File: src/logic/scs_map.svh
`ifndef SCS_MAP_SVH
`define SCS_MAP_SVH
// register byte offsets
`define SCS_OFF_OSC_CTRL 8'h00
`define SCS_OFF_T1_CTRL 8'h04
`define SCS_OFF_CONFIG 8'h08
`define SCS_OFF_STATUS 8'h0c
`define SCS_OFF_PORT_A_INPUT_LAT 8'h10
`define SCS_OFF_PORT_A_INPUT_DIR 8'h14
`define SCS_OFF_PORT_A_INPUT_IN 8'h18
// field positions
`define SCS_BIT_CLK_SEL 0
`define SCS_BIT_T1_OSC_EN 3
`define SCS_BIT_PERMIT_N 3
`define SCS_BIT_PORT_A_INPUT_FREE 6
// reset values
`define SCS_RST_OSC_CTRL 8'h00
`define SCS_RST_T1_CTRL 8'h00
`define SCS_RST_CONFIG 8'h08
`define SCS_RST_PORT_A_INPUT_LAT 8'h00
`define SCS_RST_PORT_A_INPUT_DIR 8'hff
// mode codes, arbitrary order
`define SCS_CODE_LP 3'h0
`define SCS_CODE_XT 3'h1
`define SCS_CODE_HS 3'h2
`define SCS_CODE_HSM 3'h3
`define SCS_CODE_RC 3'h4
`define SCS_CODE_RCF 3'h5
`define SCS_CODE_EC 3'h6
`define SCS_CODE_ECF 3'h7
`endif

File: src/logic/scs_pkg.sv
`default_nettype none
package scs_pkg;
  typedef enum logic [2:0] {
    SCS_SRC_CRYSTAL = 3'b000,
    SCS_SRC_PLL = 3'b001,
    SCS_SRC_RC = 3'b010,
    SCS_SRC_EXT = 3'b011,
    SCS_SRC_SECONDARY = 3'b100
  } scs_src_e;
  typedef struct packed {
    logic pin_free;
    logic use_pll;
    scs_src_e src;
  } scs_route_s;
endpackage
`default_nettype wire

File: src/logic/scs_mode_decode.sv
`timescale 1ns/1ps
`default_nettype none
`include "scs_map.svh"
module scs_mode_decode
  import scs_pkg::*;
#(
  parameter logic [2:0] CODE_LP = `SCS_CODE_LP,
  parameter logic [2:0] CODE_XT = `SCS_CODE_XT,
  parameter logic [2:0] CODE_HS = `SCS_CODE_HS,
  parameter logic [2:0] CODE_HSM = `SCS_CODE_HSM,
  parameter logic [2:0] CODE_RC = `SCS_CODE_RC,
  parameter logic [2:0] CODE_RCF = `SCS_CODE_RCF,
  parameter logic [2:0] CODE_EC = `SCS_CODE_EC,
  parameter logic [2:0] CODE_ECF = `SCS_CODE_ECF
)(
  // mode field and selected source
  input wire logic [2:0] mode_i,
  input wire logic sel_secondary_i,
  output scs_route_s route_o
);
  always_comb
  begin
    route_o = '{pin_free: 1'b0, use_pll: 1'b0, src: SCS_SRC_CRYSTAL};
    if (mode_i == CODE_HSM)
    begin
      route_o.use_pll = 1'b1;
      route_o.src = SCS_SRC_PLL;
    end
    else if (mode_i == CODE_RC || mode_i == CODE_RCF)
    begin
      route_o.src = SCS_SRC_RC;
    end
    else if (mode_i == CODE_EC || mode_i == CODE_ECF)
    begin
      route_o.src = SCS_SRC_EXT;
    end
    // lp, xt, hs use the oscillator directly
    route_o.pin_free = (mode_i == CODE_RCF) || (mode_i == CODE_ECF);
    if (sel_secondary_i)
    begin
      route_o.src = SCS_SRC_SECONDARY;
    end
  end
endmodule
`default_nettype wire

File: src/logic/scs_clock_select.sv
`timescale 1ns/1ps
`default_nettype none
`include "scs_map.svh"
module scs_clock_select
  import scs_pkg::*;
#(
  parameter logic [2:0] CODE_LP = `SCS_CODE_LP,
  parameter logic [2:0] CODE_XT = `SCS_CODE_XT,
  parameter logic [2:0] CODE_HS = `SCS_CODE_HS,
  parameter logic [2:0] CODE_HSM = `SCS_CODE_HSM,
  parameter logic [2:0] CODE_RC = `SCS_CODE_RC,
  parameter logic [2:0] CODE_RCF = `SCS_CODE_RCF,
  parameter logic [2:0] CODE_EC = `SCS_CODE_EC,
  parameter logic [2:0] CODE_ECF = `SCS_CODE_ECF
)(
  // clock and reset
  input wire logic clk_i,
  input wire logic rst_i,
  // wishbone slave
  input wire logic cyc_i,
  input wire logic stb_i,
  input wire logic we_i,
  input wire logic [7:0] adr_i,
  input wire logic [3:0] sel_i,
  input wire logic [31:0] dat_i,
  output logic [31:0] dat_o,
  output logic ack_o,
  output logic err_o,
  // port a bit 6 pin
  input wire logic porta6_pin_i,
  output logic porta6_o,
  output logic porta6_oe_o,
  // clock routing
  output logic secondary_osc_enable_o,
  output logic use_pll_o,
  output logic osc_output_pin_free_o,
  output scs_src_e clk_src_o
);
  // ----------------------------------------
  // registers
  // ----------------------------------------
  logic clock_select_bit;
  logic clock_select_active;
  logic [7:0] timer1_control;
  logic [7:0] config_reg;
  logic port_a_latch6;
  logic port_a_dir6;
  logic [2:0] primary_mode_cfg;
  logic switch_permit_cfg_n;
  logic secondary_osc_enable;
  logic switch_allowed;
  logic req;
  logic wr;
  logic hit;
  scs_route_s route;

  assign primary_mode_cfg = config_reg[2:0];
  assign switch_permit_cfg_n = config_reg[`SCS_BIT_PERMIT_N];
  assign secondary_osc_enable = timer1_control[`SCS_BIT_T1_OSC_EN];
  assign switch_allowed = !switch_permit_cfg_n && secondary_osc_enable;
  // routing sees the gated bit so a lost permission acts at once
  assign clock_select_active = clock_select_bit && switch_allowed;
  assign req = cyc_i && stb_i && !ack_o && !err_o;
  assign wr = req && we_i && sel_i[0];

  always_comb
  begin
    hit = 1'b1;
    case (adr_i)
      `SCS_OFF_OSC_CTRL, `SCS_OFF_T1_CTRL, `SCS_OFF_CONFIG, `SCS_OFF_STATUS,
      `SCS_OFF_PORT_A_INPUT_LAT, `SCS_OFF_PORT_A_INPUT_DIR, `SCS_OFF_PORT_A_INPUT_IN: hit = 1'b1;
      default: hit = 1'b0;
    endcase
  end

  // ----------------------------------------
  // bus answer, one cycle after the request
  // ----------------------------------------
  always_ff @(posedge clk_i)
  begin
    if (rst_i)
    begin
      ack_o <= 1'b0;
      err_o <= 1'b0;
    end
    else
    begin
      ack_o <= req && hit;
      err_o <= req && !hit;
    end
  end

  // ----------------------------------------
  // clock select bit
  // ----------------------------------------
  // a write only sets the bit when switching is permitted; losing
  // permission later clears it at the next clock edge; the gated bit brings the primary clock back at once
  always_ff @(posedge clk_i)
  begin
    if (rst_i)
    begin
      clock_select_bit <= 1'b0;
    end
    else if (!switch_allowed)
    begin
      clock_select_bit <= 1'b0;
    end
    else if (wr && hit && adr_i == `SCS_OFF_OSC_CTRL)
    begin
      clock_select_bit <= dat_i[`SCS_BIT_CLK_SEL];
    end
  end

  always_ff @(posedge clk_i)
  begin
    if (rst_i)
    begin
      timer1_control <= `SCS_RST_T1_CTRL;
    end
    else if (wr && adr_i == `SCS_OFF_T1_CTRL)
    begin
      timer1_control <= dat_i[7:0];
    end
  end

  // configuration stands in for the non-volatile bits
  always_ff @(posedge clk_i)
  begin
    if (rst_i)
    begin
      config_reg <= `SCS_RST_CONFIG;
    end
    else if (wr && adr_i == `SCS_OFF_CONFIG)
    begin
      config_reg <= dat_i[7:0];
    end
  end

  // ----------------------------------------
  // port a bit 6
  // ----------------------------------------
  always_ff @(posedge clk_i)
  begin
    if (rst_i)
    begin
      port_a_latch6 <= 1'(`SCS_RST_PORT_A_INPUT_LAT >> `SCS_BIT_PORT_A_INPUT_FREE);
      port_a_dir6 <= 1'(`SCS_RST_PORT_A_INPUT_DIR >> `SCS_BIT_PORT_A_INPUT_FREE);
    end
    else if (!route.pin_free)
    begin
      port_a_latch6 <= 1'b0;
      port_a_dir6 <= 1'b1;
    end
    else if (wr && adr_i == `SCS_OFF_PORT_A_INPUT_LAT)
    begin
      port_a_latch6 <= dat_i[`SCS_BIT_PORT_A_INPUT_FREE];
    end
    else if (wr && adr_i == `SCS_OFF_PORT_A_INPUT_DIR)
    begin
      port_a_dir6 <= dat_i[`SCS_BIT_PORT_A_INPUT_FREE];
    end
  end

  assign porta6_o = port_a_latch6;
  assign porta6_oe_o = route.pin_free && !port_a_dir6;

  // ----------------------------------------
  // read data
  // ----------------------------------------
  always_ff @(posedge clk_i)
  begin
    if (rst_i)
    begin
      dat_o <= 32'h0000_0000;
    end
    else if (req && !we_i)
    begin
      dat_o <= 32'h0000_0000;
      case (adr_i)
        `SCS_OFF_OSC_CTRL: dat_o[0] <= clock_select_active;
        `SCS_OFF_T1_CTRL: dat_o[7:0] <= timer1_control;
        `SCS_OFF_CONFIG: dat_o[7:0] <= config_reg;
        `SCS_OFF_STATUS: dat_o[5:0] <= {route.pin_free, route.use_pll, switch_allowed, route.src};
        `SCS_OFF_PORT_A_INPUT_LAT: dat_o[6] <= route.pin_free && port_a_latch6;
        `SCS_OFF_PORT_A_INPUT_DIR: dat_o[6] <= route.pin_free && port_a_dir6;
        `SCS_OFF_PORT_A_INPUT_IN: dat_o[6] <= route.pin_free && porta6_pin_i;
        default: dat_o <= 32'h0000_0000;
      endcase
    end
  end

  // ----------------------------------------
  // source routing
  // ----------------------------------------
  scs_mode_decode #(
    .CODE_LP(CODE_LP),
    .CODE_XT(CODE_XT),
    .CODE_HS(CODE_HS),
    .CODE_HSM(CODE_HSM),
    .CODE_RC(CODE_RC),
    .CODE_RCF(CODE_RCF),
    .CODE_EC(CODE_EC),
    .CODE_ECF(CODE_ECF)
  ) u_decode (
    .mode_i(primary_mode_cfg),
    .sel_secondary_i(clock_select_active),
    .route_o(route)
  );

  assign secondary_osc_enable_o = secondary_osc_enable;
  assign use_pll_o = route.use_pll;
  assign osc_output_pin_free_o = route.pin_free;
  assign clk_src_o = route.src;
endmodule
`default_nettype wire

File: config.mk
export PLATFORM = sky130hd
export DESIGN_NAME = scs_clock_select
export DESIGN_NICKNAME = d
export VERILOG_FILES = /design/src/logic/scs_pkg.sv /design/src/logic/scs_mode_decode.sv /design/src/logic/scs_clock_select.sv
export VERILOG_INCLUDE_DIRS = /design/src /design/src/logic
export SDC_FILE = /design/constraint.sdc
export NUM_CORES = 1
export LEC_CHECK = 0
export ABC_AREA = 1
export BUFFER_PORTS_ARGS = -buffer_cell sky130_fd_sc_hd__buf_4
export CAP_MARGIN = 25
export CORE_ASPECT_RATIO = 2
export CORE_MARGIN = 4
export CORE_UTILIZATION = 45
export DETAILED_ROUTE_END_ITERATION = 10
export PLACE_DENSITY = 0.83
export SLEW_MARGIN = 20
export SYNTH_ARGS = -nofsm -noshare
export SYNTH_HDL_FRONTEND = slang
export SYNTH_SLANG_ARGS = --single-unit
File: constraint.sdc
create_clock -name clk_i -period 2.36 [get_ports clk_i]
set_input_delay 0.708 -clock clk_i [delete_from_list [all_inputs] [get_ports clk_i]]
set_output_delay 0.708 -clock clk_i [all_outputs]
set_load 0.01 [all_outputs]
==> run_results.csv, run 1 <==
group,metric,value,unit
timing,rsz0062_at_grt,"false",
logic_synthesis,yosysUniqueCellTypes,24,
placement,globalplace.congestion,0.829,
worst_setup_path,endpoint_kind,"output port",
die,die_w,51.3,um
detailed_routing,avgRoutedWirePerCell,11.5,um
final_layout,utilization,0.560,
status,status,"complete, no violations",
logic_synthesis,synthCells,242,
die,coreArea,0.00361,sq mm
clock_tree,clk_latency,0.29,ns
pwr,p_switching,0.258,mW
final_layout,area_delta_synth_final,19.9,%
clock_tree,cts_tree,"built",
detailed_routing,drc,0,
final_layout,multi_input_area,861,sq um
worst_setup_path,crit_family,"flip-flops",
grt,grt_pass1_wl,6330,um
worst_setup_path,startpoint_type,"register",
timing,fmaxAchievable,0.514,GHz
worst_setup_path,critPathSlowestCell,"dfxtp_1",
detailed_routing,viasPerCell,4.93,
pwr,seqPwrFrac,0.470,
grt,grt_pass1_vias,1518,
die,die_area,0.00484,sq mm
timing,final.period_utilization,0.824,
logic_synthesis,synth_top_area_share,0.345,
worst_setup_path,worstReg2RegStart,"ack_o",
final_layout,num_antenna_cells,0,
pwr,p_clk_frac,0.430,
die,io_pins,92,
logic_synthesis,synth-seq-cells,29,
worst_setup_path,crit_fanout,4,
detailed_routing,num_vias,1645,
logic_synthesis,syn-cell-area,0.00168,sq mm
placement,hpwl,3030,um
clock_tree,clock-sinks,29,
hold_path,worstHoldStart,"config_reg[6]",
timing,min_period,1.95,ns
pwr,leakage,0.929,nW
final_layout,drive_gt1_frac,0.246,
timing,fin_setup_tns,0,ns
timing,hold_viol,0,
clock_tree,postCtsSetupRepairBufs,0,
detailed_routing,drtAntennaViolNets,0,
worst_setup_path,cp_num_buf_inv,3,
final_layout,fill_cells,383,
logic_synthesis,avgSynthCellArea,6.96,sq um
grt,grt_usage,0.172,
clock_tree,ctsResizeCount,0,
final_layout,final-seq-area,581,sq um
die,initial_core_util,0.467,
worst_setup_path,worstPathArrival,1.24,ns
pwr,pwr_density_cell,521,mW/mm^2
pwr,combPwrFrac,0.100,
die,rows,31,
clock_tree,clk_pin_slew,0.06,ns
detailed_routing,dr.pass1.iters,6,
run,maxCapViolations,0,
die,dieHeight,94.5,um
detailed_routing,routed_wl,3850,um
clock_tree,clockRootBuffer,"clkbuf_8",
timing,slew_violations,0,
pwr,p_sw_frac,0.245,
worst_setup_path,path_cells,"nand2_1, inv_1, nand2_1, inv_1, nor2_1, buf_4",
hold_path,hold_path.class,"reg -> reg",
worst_setup_path,slowest_delay,0.38,ns
clock_tree,cts_made_buffers,5,
grt,antenna_found_initial,0,
pwr,finalPower,1.05,mW
logic_synthesis,synth_top_area_cell,"dfxtp_1",
placement,io_buffer_count,40,
worst_setup_path,cp-startpoint,"timer1_control[3]",
clock_tree,h-tree-depth,2,
logic_synthesis,ys_seq_area_frac,0.345,
timing,final.setup_skew,0.00613,ns
final_layout,nNetsFinal,334,
grt,grt_overflow_total,0,
detailed_routing,drtIter0Drc,23,
clock_tree,cts_hold_buf,0,
pwr,irDropWorstVdd,340,uV
grt,grt_max_degree,21,
timing,setup_violations,0,
clock_tree,cts.path.max_buffers,2,
logic_synthesis,ys_warn_count,0,
worst_setup_path,crit_type,"reg -> out",
pwr,p_int,0.795,mW
worst_setup_path,worst_ep_required_time,1.65,ns
logic_synthesis,synth_area_leaders,"dfxtp_1 (34%), nand2_1 (13%), buf_4 (12%)",
[synth_stat cells]
library cell / instances
a21oi_1: 23
a21oi_2: 1
buf_4: 26
buf_6: 3
clkbuf_1: 2
conb_1: 1
dfxtp_1: 29
inv_1: 21
inv_2: 2
inv_4: 1
nand2_1: 57
nand2_2: 2
nand2_4: 2
nand3_1: 30
nand3_2: 3
nor2_1: 14
nor2_2: 3
nor2_4: 3
nor3_1: 4
nor3b_1: 1
o211ai_1: 2
o21ai_0: 9
o21ai_2: 2
o21bai_1: 1
[power by group through the flow]
stage	combinational, mW	clock, mW	sequential (mW)
global route	0.117	0.477	0.495
finish	0.105	0.453	0.494
global placement	0.103	0	0.505
CTS	0.105	0.457	0.494
floorplan	0.0847	0	0.507
detailed placement	0.105	0	0.505
[cell usage in the layout (no fill, tap or decap)]
| cell type | instances |
|---|---|
| a21oi_1 | 23 |
| a21oi_2 | 1 |
| buf_4 | 43 |
| clkbuf_8 | 7 |
| clkinv_2 | 1 |
| conb_1 | 24 |
| dfxtp_1 | 29 |
| inv_1 | 21 |
| inv_2 | 2 |
| inv_4 | 1 |
| nand2_1 | 57 |
| nand2_2 | 2 |
| nand2_4 | 2 |
| nand3_1 | 30 |
| nand3_2 | 3 |
| nor2_1 | 14 |
| nor2_2 | 3 |
| nor2_4 | 3 |
| nor3_1 | 4 |
| nor3b_1 | 1 |
| o211ai_1 | 2 |
| o21ai_0 | 9 |
| o21ai_2 | 2 |
| o21bai_1 | 1 |
[layer usage]
layer	vias to the layer above	routed length (um)	GRT usage
met4	0	121	0.105
met2	72	2140	0.332
met5	-	0	0
met1	751	1270	0.158
met3	9	315	0.0316
li1	813	-	-
[final cells by class]
type / count / area share
multi-input combinational: 181 / 0.426
timing repair buffer: 43 / 0.160
inverter: 24 / 0.0458
tap: 49 / 0.0304
clock buffer: 7 / 0.0477
clock inverter: 1 / 0.00248
sequential: 29 / 0.287
[through the flow]
step / cell area, sq um / instances / setup WS [ns] / hold WS (ns)
2_1_floorplan: 1770 / 265 / 0.725 / 0.425
3_3_place_gp: 1920 / 326 / 0.474 / 0.434
3_5_place_dp: 1920 / 326 / 0.439 / 0.437
4_1_cts: 2020 / 334 / 0.408 / 0.460
5_1_grt: 2020 / 334 / 0.330 / 0.481
6_report: 2020 / 334 / 0.414 / 0.461
[path summary, 6_finish.rpt]
path | endpoint | slack [ns] | cells past startpoint
setup / recovery | clk_src_o[0] | 0.41 | 6
hold / removal | config_reg[6] | 0.46 | 2
setup reg to reg | port_a_dir6 | 0.93 | 7
hold reg to reg | config_reg[6] | 0.46 | 2
[logic make-up after synthesis]
| group | share of synthesized area |
|---|---|
| flops | 0.345 |
| buf+inv | 0.195 |
| simple gates | 0.334 |
| compound gates | 0.124 |
| other cells | 0.00223 |
[worst min-delay path, stage by stage, from the launching register on]
cell and delay, ns:
dfxtp_1 0.30, inv_1 0.06, a21oi_1 0.06
(Power assumes the default switching activity.)
==> run 2: changes to the inputs <==
--- a/config.mk
+++ b/config.mk
@@ -6,14 +6,14 @@
 export SDC_FILE = /design/constraint.sdc
 export NUM_CORES = 1
 export LEC_CHECK = 0
-export ABC_AREA = 1
+export ABC_AREA = 0
 export BUFFER_PORTS_ARGS = -buffer_cell sky130_fd_sc_hd__buf_4
 export CAP_MARGIN = 25
 export CORE_ASPECT_RATIO = 2
 export CORE_MARGIN = 4
-export CORE_UTILIZATION = 45
+export CORE_UTILIZATION = 40
 export DETAILED_ROUTE_END_ITERATION = 10
-export PLACE_DENSITY = 0.83
+export PLACE_DENSITY = 0.78
 export SLEW_MARGIN = 20
 export SYNTH_ARGS = -nofsm -noshare
 export SYNTH_HDL_FRONTEND = slang
==> constraint.sdc (replaced) <==
create_clock -name clk_i -period 1.7 [get_ports clk_i]
set_input_delay 0.51 -clock clk_i [delete_from_list [all_inputs] [get_ports clk_i]]
set_output_delay 0.51 -clock clk_i [all_outputs]
set_load 0.01 [all_outputs]
==> run 2 against run 1 <==
Effect of this change: setup slack got worse by 0.40 ns; largest cell class unchanged; sequential power rose by 38%; cell area is 9.3% higher; area after synthesis fell by 2.4%; clock-buffer cell count shrank 2; clock power increased by 11%; combinational power up 76%; critical endpoint is now config_reg[7]; clock skew grew 0.0024 ns.
==> run_results.csv, run 2 <==
group,metric,value,unit
grt,grt_usage,0.156,
worst_setup_path,slowest_delay,0.54,ns
die,coreArea,0.00392,sq mm
worst_setup_path,path_cells,"buf_6, or4b_4, nor4_4, buf_12, mux2i_1, nor2_1",
timing,setup_violations,0,
timing,rsz0062_at_grt,"true",
clock_tree,cts_hold_buf,0,
placement,hpwl,3170,um
logic_synthesis,synth_top_area_share,0.353,
worst_setup_path,critPathSlowestCell,"or4b_4",
logic_synthesis,synth-main-ff-cell,"dfxtp_1",
detailed_routing,dr.pass1.iters,4,
timing,min_period,1.68,ns
placement,io_buffer_count,40,
pwr,pwr_density_cell,622,mW/mm^2
timing,final.setup_skew,0.00851,ns
worst_setup_path,endpoint_kind,"register",
run,maxCapViolations,0,
worst_setup_path,worstReg2RegStart,"err_o",
die,dieHeight,98.7,um
grt,grt_pass1_vias,1407,
logic_synthesis,ys_seq_area_frac,0.353,
die,die_w,53.3,um
hold_path,whs_endpoint,"ack_o",
logic_synthesis,synth_top_area_cell,"dfxtp_1",
clock_tree,clk_pin_slew,0.06,ns
detailed_routing,drtIter0Drc,23,
worst_setup_path,worstPathArrival,1.85,ns
clock_tree,cts.path.max_buffers,2,
final_layout,drive_gt1_frac,0.369,
grt,grt_pass1_wl,6130,um
worst_setup_path,worst_ep_required_time,1.87,ns
timing,timing.final.ws_setup,0.0153,ns
detailed_routing,avgRoutedWirePerCell,13.7,um
detailed_routing,drc,0,
grt,grt_max_degree,16,
logic_synthesis,synth-edff-count,0,
worst_setup_path,startpoint_type,"primary input",
worst_setup_path,crit_type,"in -> reg",
final_layout,layout_commonest_cell,"buf_4",
worst_setup_path,crit_fanout,8,
clock_tree,clock-sinks,29,
logic_synthesis,avgSynthCellArea,8.98,sq um
timing,hold_viol,0,
grt,antenna_found_initial,0,
pwr,leakage,0.923,nW
final_layout,nNetsFinal,295,
hold_path,hold-path-cell-count,2,
worst_setup_path,reg2reg_setup_slack,0.13,ns
placement,globalplace.congestion,0.791,
status,status,"complete, no violations",
logic_synthesis,syn-cell-area,0.00164,sq mm
final_layout,stdcell_count,295,
placement,dp.cells,285,
hold_path,hold_path.class,"in -> reg",
timing,final.period_utilization,0.991,
detailed_routing,drtAntennaViolNets,0,
die,initial_core_util,0.419,
hold_path,worstHoldStart,"rst_i",
logic_synthesis,ys_warn_count,0,
pwr,irDropWorstVdd,398,uV
logic_synthesis,ys_top_cells_by_count,"dfxtp_1 (29), buf_4 (26), nor2_1 (25)",
detailed_routing,routed_wl,4030,um
final_layout,final_cell_mix,"buf_4 (62), nor2_1 (25), dfxtp_1 (25), conb_1 (24), mux2i_1 (20)",
die,rows,32,
logic_synthesis,synth_area_leaders,"dfxtp_1 (35%), mux2i_1 (12%), buf_4 (12%)",
logic_synthesis,synthCells,183,
final_layout,area_delta_synth_final,34.2,%
grt,grt_overflow_total,0,
placement,dp_slack,-0.359,ns
worst_setup_path,cp_num_buf_inv,2,
timing,slew_violations,0,
logic_synthesis,synthMostInstantiatedCell,"dfxtp_1",
logic_synthesis,synth-seq-cells,29,
detailed_routing,num_vias,1480,
clock_tree,clockRootBuffer,"clkbuf_8",
clock_tree,cts_tree,"built",
worst_setup_path,reg2reg_to,"timer1_control[5]",
worst_setup_path,r2r_cells,6,
final_layout,num_antenna_cells,0,
logic_synthesis,synthArstFlopShare,0,
clock_tree,clk_latency,0.28,ns
die,io_pins,92,
timing,fmaxAchievable,0.594,GHz
die,die_area,0.00526,sq mm
detailed_routing,viasPerCell,5.02,
worst_setup_path,crit_family,"simple AND/OR/NAND/NOR gates",
clock_tree,h-tree-depth,2,
logic_synthesis,yosysUniqueCellTypes,40,
clock_tree,cts_made_buffers,5,
run 2: cell types whose count changed after synthesis, moves of 6 or more:
cell	previous run	this run
nand3_1	30	4
nand2_1	57	5
mux2i_1	0	20
inv_1	21	4
o21ai_0	9	3
nor2_1	14	25
a21oi_1	23	3
run 2: area by class of cell:
type / instances / area [sq um]
inverters: 4 / 15.0
well taps: 51 / 63.8
multi-input cells: 138 / 938
flip-flops and latches: 29 / 586
fillers: 374 / 1720
clock buffers: 5 / 68.8
clock inverters: 1 / 5.00
repair buffers: 67 / 531
run 2: worst reg2reg max path: stages (launching register included):
cell	delay [ns]
dfxtp_1	0.34
nand4bb_1	0.19
buf_4	0.18
nor4_4	0.31
buf_4	0.21
mux2i_1	0.19
nor2_1	0.06
run 2: through the flow:
| step | instance area, sq um | TNS [ns] | power (mW) | util | hold slack, ns |
|---|---|---|---|---|---|
| CTS | 2170 | 0 | 1.38 | 0.554 | 0.426 |
| detailed placement | 2070 | -7.28 | 0.876 | 0.529 | 0.452 |
| floorplan | 1780 | -5.42 | 0.831 | - | 0.456 |
| global route | 2210 | -0.0879 | 1.44 | 0.563 | 0.430 |
| global placement | 2070 | -6.99 | 0.874 | 0.529 | 0.450 |
| finish | 2210 | 0 | 1.37 | 0.563 | 0.430 |
run 2: power by group:
group / total (mW) / switching, mW / internal (mW)
Clock: 0.504 / 0.236 / 0.268
Combinational: 0.185 / 0.0983 / 0.0871
Sequential: 0.684 / 0.00190 / 0.682
Total: 1.37 / 0.336 / 1.04
run 2: worst max-delay path by stage:
stage,startpoint,endpoint,slack [ns],depth (start not counted)
floorplan,adr_i[2],config_reg[3],-0.34,5
global placement,adr_i[1],config_reg[5],-0.33,6
detailed placement,adr_i[1],timer1_control[7],-0.36,6
CTS,config_reg[3],clk_src_o[1],0.008,3
global route,adr_i[6],config_reg[7],-0.02,6
finish,adr_i[6],config_reg[7],0.02,6
run 2: timing repair:
item	CTS	global route
buffers inserted	1	3
endpoints found under the setup margin	20	18
gates resized for setup	7	4
pin swaps	1	3
run 2: metal layers:
metal,track usage,share of wire
met1,0.149,0.34
met3,0.0287,0.063
met2,0.292,0.56
met4,0.0807,0.027
met5,0,0
run 2: cell families after synthesis:
group                  after synthesis  share of synthesized area
AOI/OAI and AO/OA                   25                      0.110
buffers and inverters               39                      0.154
DFF                                 29                      0.353
muxes                               22                      0.135
other                                1                    0.00228
and+or+nand+nor                     67                      0.246
==> run 3: changes to the inputs <==
--- a/config.mk
+++ b/config.mk
@@ -13,8 +13,9 @@
 export CORE_MARGIN = 4
 export CORE_UTILIZATION = 40
 export DETAILED_ROUTE_END_ITERATION = 10
-export PLACE_DENSITY = 0.78
+export PLACE_DENSITY = 0.77
 export SLEW_MARGIN = 20
 export SYNTH_ARGS = -nofsm -noshare
 export SYNTH_HDL_FRONTEND = slang
+export SYNTH_HIERARCHICAL = 1
 export SYNTH_SLANG_ARGS = --single-unit
==> run 3 against run 2 <==
Effect of this change: the flow now finishes with violations (setup timing); setup slack lost 0.032 ns; synthesized cell count grew 1.6%; non-clock buffer count shrank 2; power grew 3.9%; highest routed layer unchanged; routed wire length grew 3.1%; largest cell class unchanged.
==> run_results.csv, run 3 <==
group,metric,value,unit
timing,whs,0.454,ns
clock_tree,cts.path.max_buffers,2,
timing,slew_violations,0,
detailed_routing,num_vias,1517,
hold_path,hold_path.class,"reg -> reg",
logic_synthesis,ys_top_cells_by_count,"nand2_1 (30), dfxtp_1 (29), buf_4 (25)",
detailed_routing,dr.pass1.iters,4,
logic_synthesis,synthArstFlopShare,0,
die,die_w,54.4,um
timing,fmaxAchievable,0.583,GHz
final_layout,num_antenna_cells,0,
logic_synthesis,synth_area_leaders,"dfxtp_1 (34%), buf_4 (11%), mux2i_1 (10%)",
clock_tree,clk_latency,0.28,ns
worst_setup_path,r2r_cells,5,
worst_setup_path,worst_ep_required_time,1.19,ns
placement,dp.cells,292,
logic_synthesis,syn-cell-area,0.00172,sq mm
final_layout,nNetsFinal,298,
logic_synthesis,synthMostInstantiatedCell,"nand2_1",
grt,antenna_found_initial,0,
final_layout,fill_cells,406,
status,status,"finished with violations",
die,coreArea,0.00413,sq mm
detailed_routing,drtAntennaViolNets,0,
logic_synthesis,yosysUniqueCellTypes,47,
final_layout,layout_commonest_cell,"buf_4",
clock_tree,h-tree-depth,2,
pwr,leakage,1.02,nW
grt,top_usage_layer,"met2",
final_layout,utilization,0.541,
detailed_routing,drtIter0Drc,28,
pwr,combPwrFrac,0.133,
clock_tree,clock-sinks,29,
timing,fin_setup_tns,-0.0167,ns
clock_tree,clk_pin_slew,0.06,ns
die,dieHeight,101,um
logic_synthesis,ys_warn_count,6,
worst_setup_path,startpoint_type,"register",
detailed_routing,routed_wl,4160,um
final_layout,final_cell_mix,"buf_4 (64), nand2_1 (30), dfxtp_1 (27), conb_1 (24), mux2i_1 (18)",
detailed_routing,avgRoutedWirePerCell,13.9,um
final_layout,area_delta_synth_final,29.9,%
die,initial_core_util,0.416,
detailed_routing,viasPerCell,5.06,
timing,min_period,1.72,ns
final_layout,multi_input_area,995,sq um
final_layout,drive_gt1_frac,0.371,
logic_synthesis,synthCells,186,
grt,grtUsageMet3,0.0489,
final_layout,stdcell_count,300,
grt,grt_pass1_wl,6610,um
clock_tree,cts_tree,"built",
hold_path,hold-path-cell-count,2,
logic_synthesis,ys_seq_area_frac,0.338,
grt,use_met2,0.290,
clock_tree,cts_made_buffers,5,
placement,io_buffer_count,40,
pwr,pwr_density_cell,639,mW/mm^2
detailed_routing,drc,0,
final_layout,finalInstanceArea,0.00223,sq mm
worst_setup_path,crit_fanout,4,
grt,grt_usage,0.166,
logic_synthesis,synth-main-ff-cell,"dfxtp_1",
pwr,irDropWorstVdd,549,uV
die,die_area,0.00547,sq mm
die,io_pins,92,
pwr,p_switching,0.344,mW
pwr,finalPower,1.43,mW
worst_setup_path,worstPathArrival,1.21,ns
timing,final.setup_skew,0.00431,ns
grt,grt.met1_usage,0.174,
timing,timing.final.ws_setup,-0.0167,ns
clock_tree,cts_hold_buf,0,
pwr,p_clk_frac,0.389,
timing,hold_viol,0,
placement,dpl_cell_area,0.00212,sq mm
pwr,seqPwrFrac,0.478,
grt,grt_pass1_vias,1501,
status,violations,"setup timing",
placement,globalplace.congestion,0.822,
logic_synthesis,synth_top_area_cell,"dfxtp_1",
worst_setup_path,endpoint_kind,"output port",
logic_synthesis,synth_top_area_share,0.338,
timing,setup_violations,1,
timing,final.period_utilization,1.01,
logic_synthesis,synth-edff-count,0,
timing,rsz0062_at_grt,"true",
final_layout,final-seq-area,583,sq um
pwr,p_sw_frac,0.241,
die,rows,33,
pwr,p_int,1.08,mW
placement,dp_slack,-0.216,ns
run,maxCapViolations,0,
grt,grt_overflow_total,0,
logic_synthesis,synth-seq-cells,29,
worst_setup_path,crit_type,"reg -> out",
grt,grt_max_degree,30,
placement,hpwl,3330,um
logic_synthesis,avgSynthCellArea,9.24,sq um
clock_tree,clockRootBuffer,"clkbuf_8",
## run 3: worst max-delay path, stage by stage, from the launching register on
cell and delay (ns):
dfxtp_2 0.34, and3b_2 0.24, nor3b_2 0.20, buf_4 0.15
## run 3: power by group through the flow
stage,Sequential (mW),Clock (mW),Combinational (mW)
after floorplan,0.697,0,0.131
after global placement,0.696,0,0.183
after detailed placement,0.696,0,0.186
after CTS,0.682,0.571,0.187
after global routing,0.681,0.613,0.208
final,0.682,0.555,0.190
## run 3: logic make-up after synthesis
group	count (synthesis)	synth area share
other	1	0.00218
buffers and inverters	34	0.141
DFF	29	0.338
and+or+nand+nor	76	0.271
muxes	23	0.144
AOI/OAI and AO/OA	23	0.104
## run 3: path summary, 6_finish.rpt
kind / from / end / slack, ns
worst max-delay path: config_reg[3] / clk_src_o[0] / -0.02
worst min-delay path: dat_o[0] / dat_o[0] / 0.45
worst max register to register: err_o / config_reg[3] / 0.14
worst min register to register: dat_o[0] / dat_o[0] / 0.45
## run 3: layer usage
layer | vias to the layer above | wire length, um
li1 | 738 | -
met1 | 716 | 1510
met2 | 56 | 2270
met3 | 7 | 305
met4 | 0 | 70
met5 | - | 0
## run 3: cell type report
cell class,instances,share of cell area
Clock buffer,7,0.0387
Inverter,1,0.00168
Multi-Input combinational cell,146,0.445
Sequential cell,29,0.261
Tap cell,52,0.0291
Timing Repair Buffer,65,0.224
## run 3: repair_timing
action	4_1_cts	5_1_grt
setup buffers	1	0
pin swaps	1	0
endpoints found under the setup margin	3	5
gates resized for setup	4	2
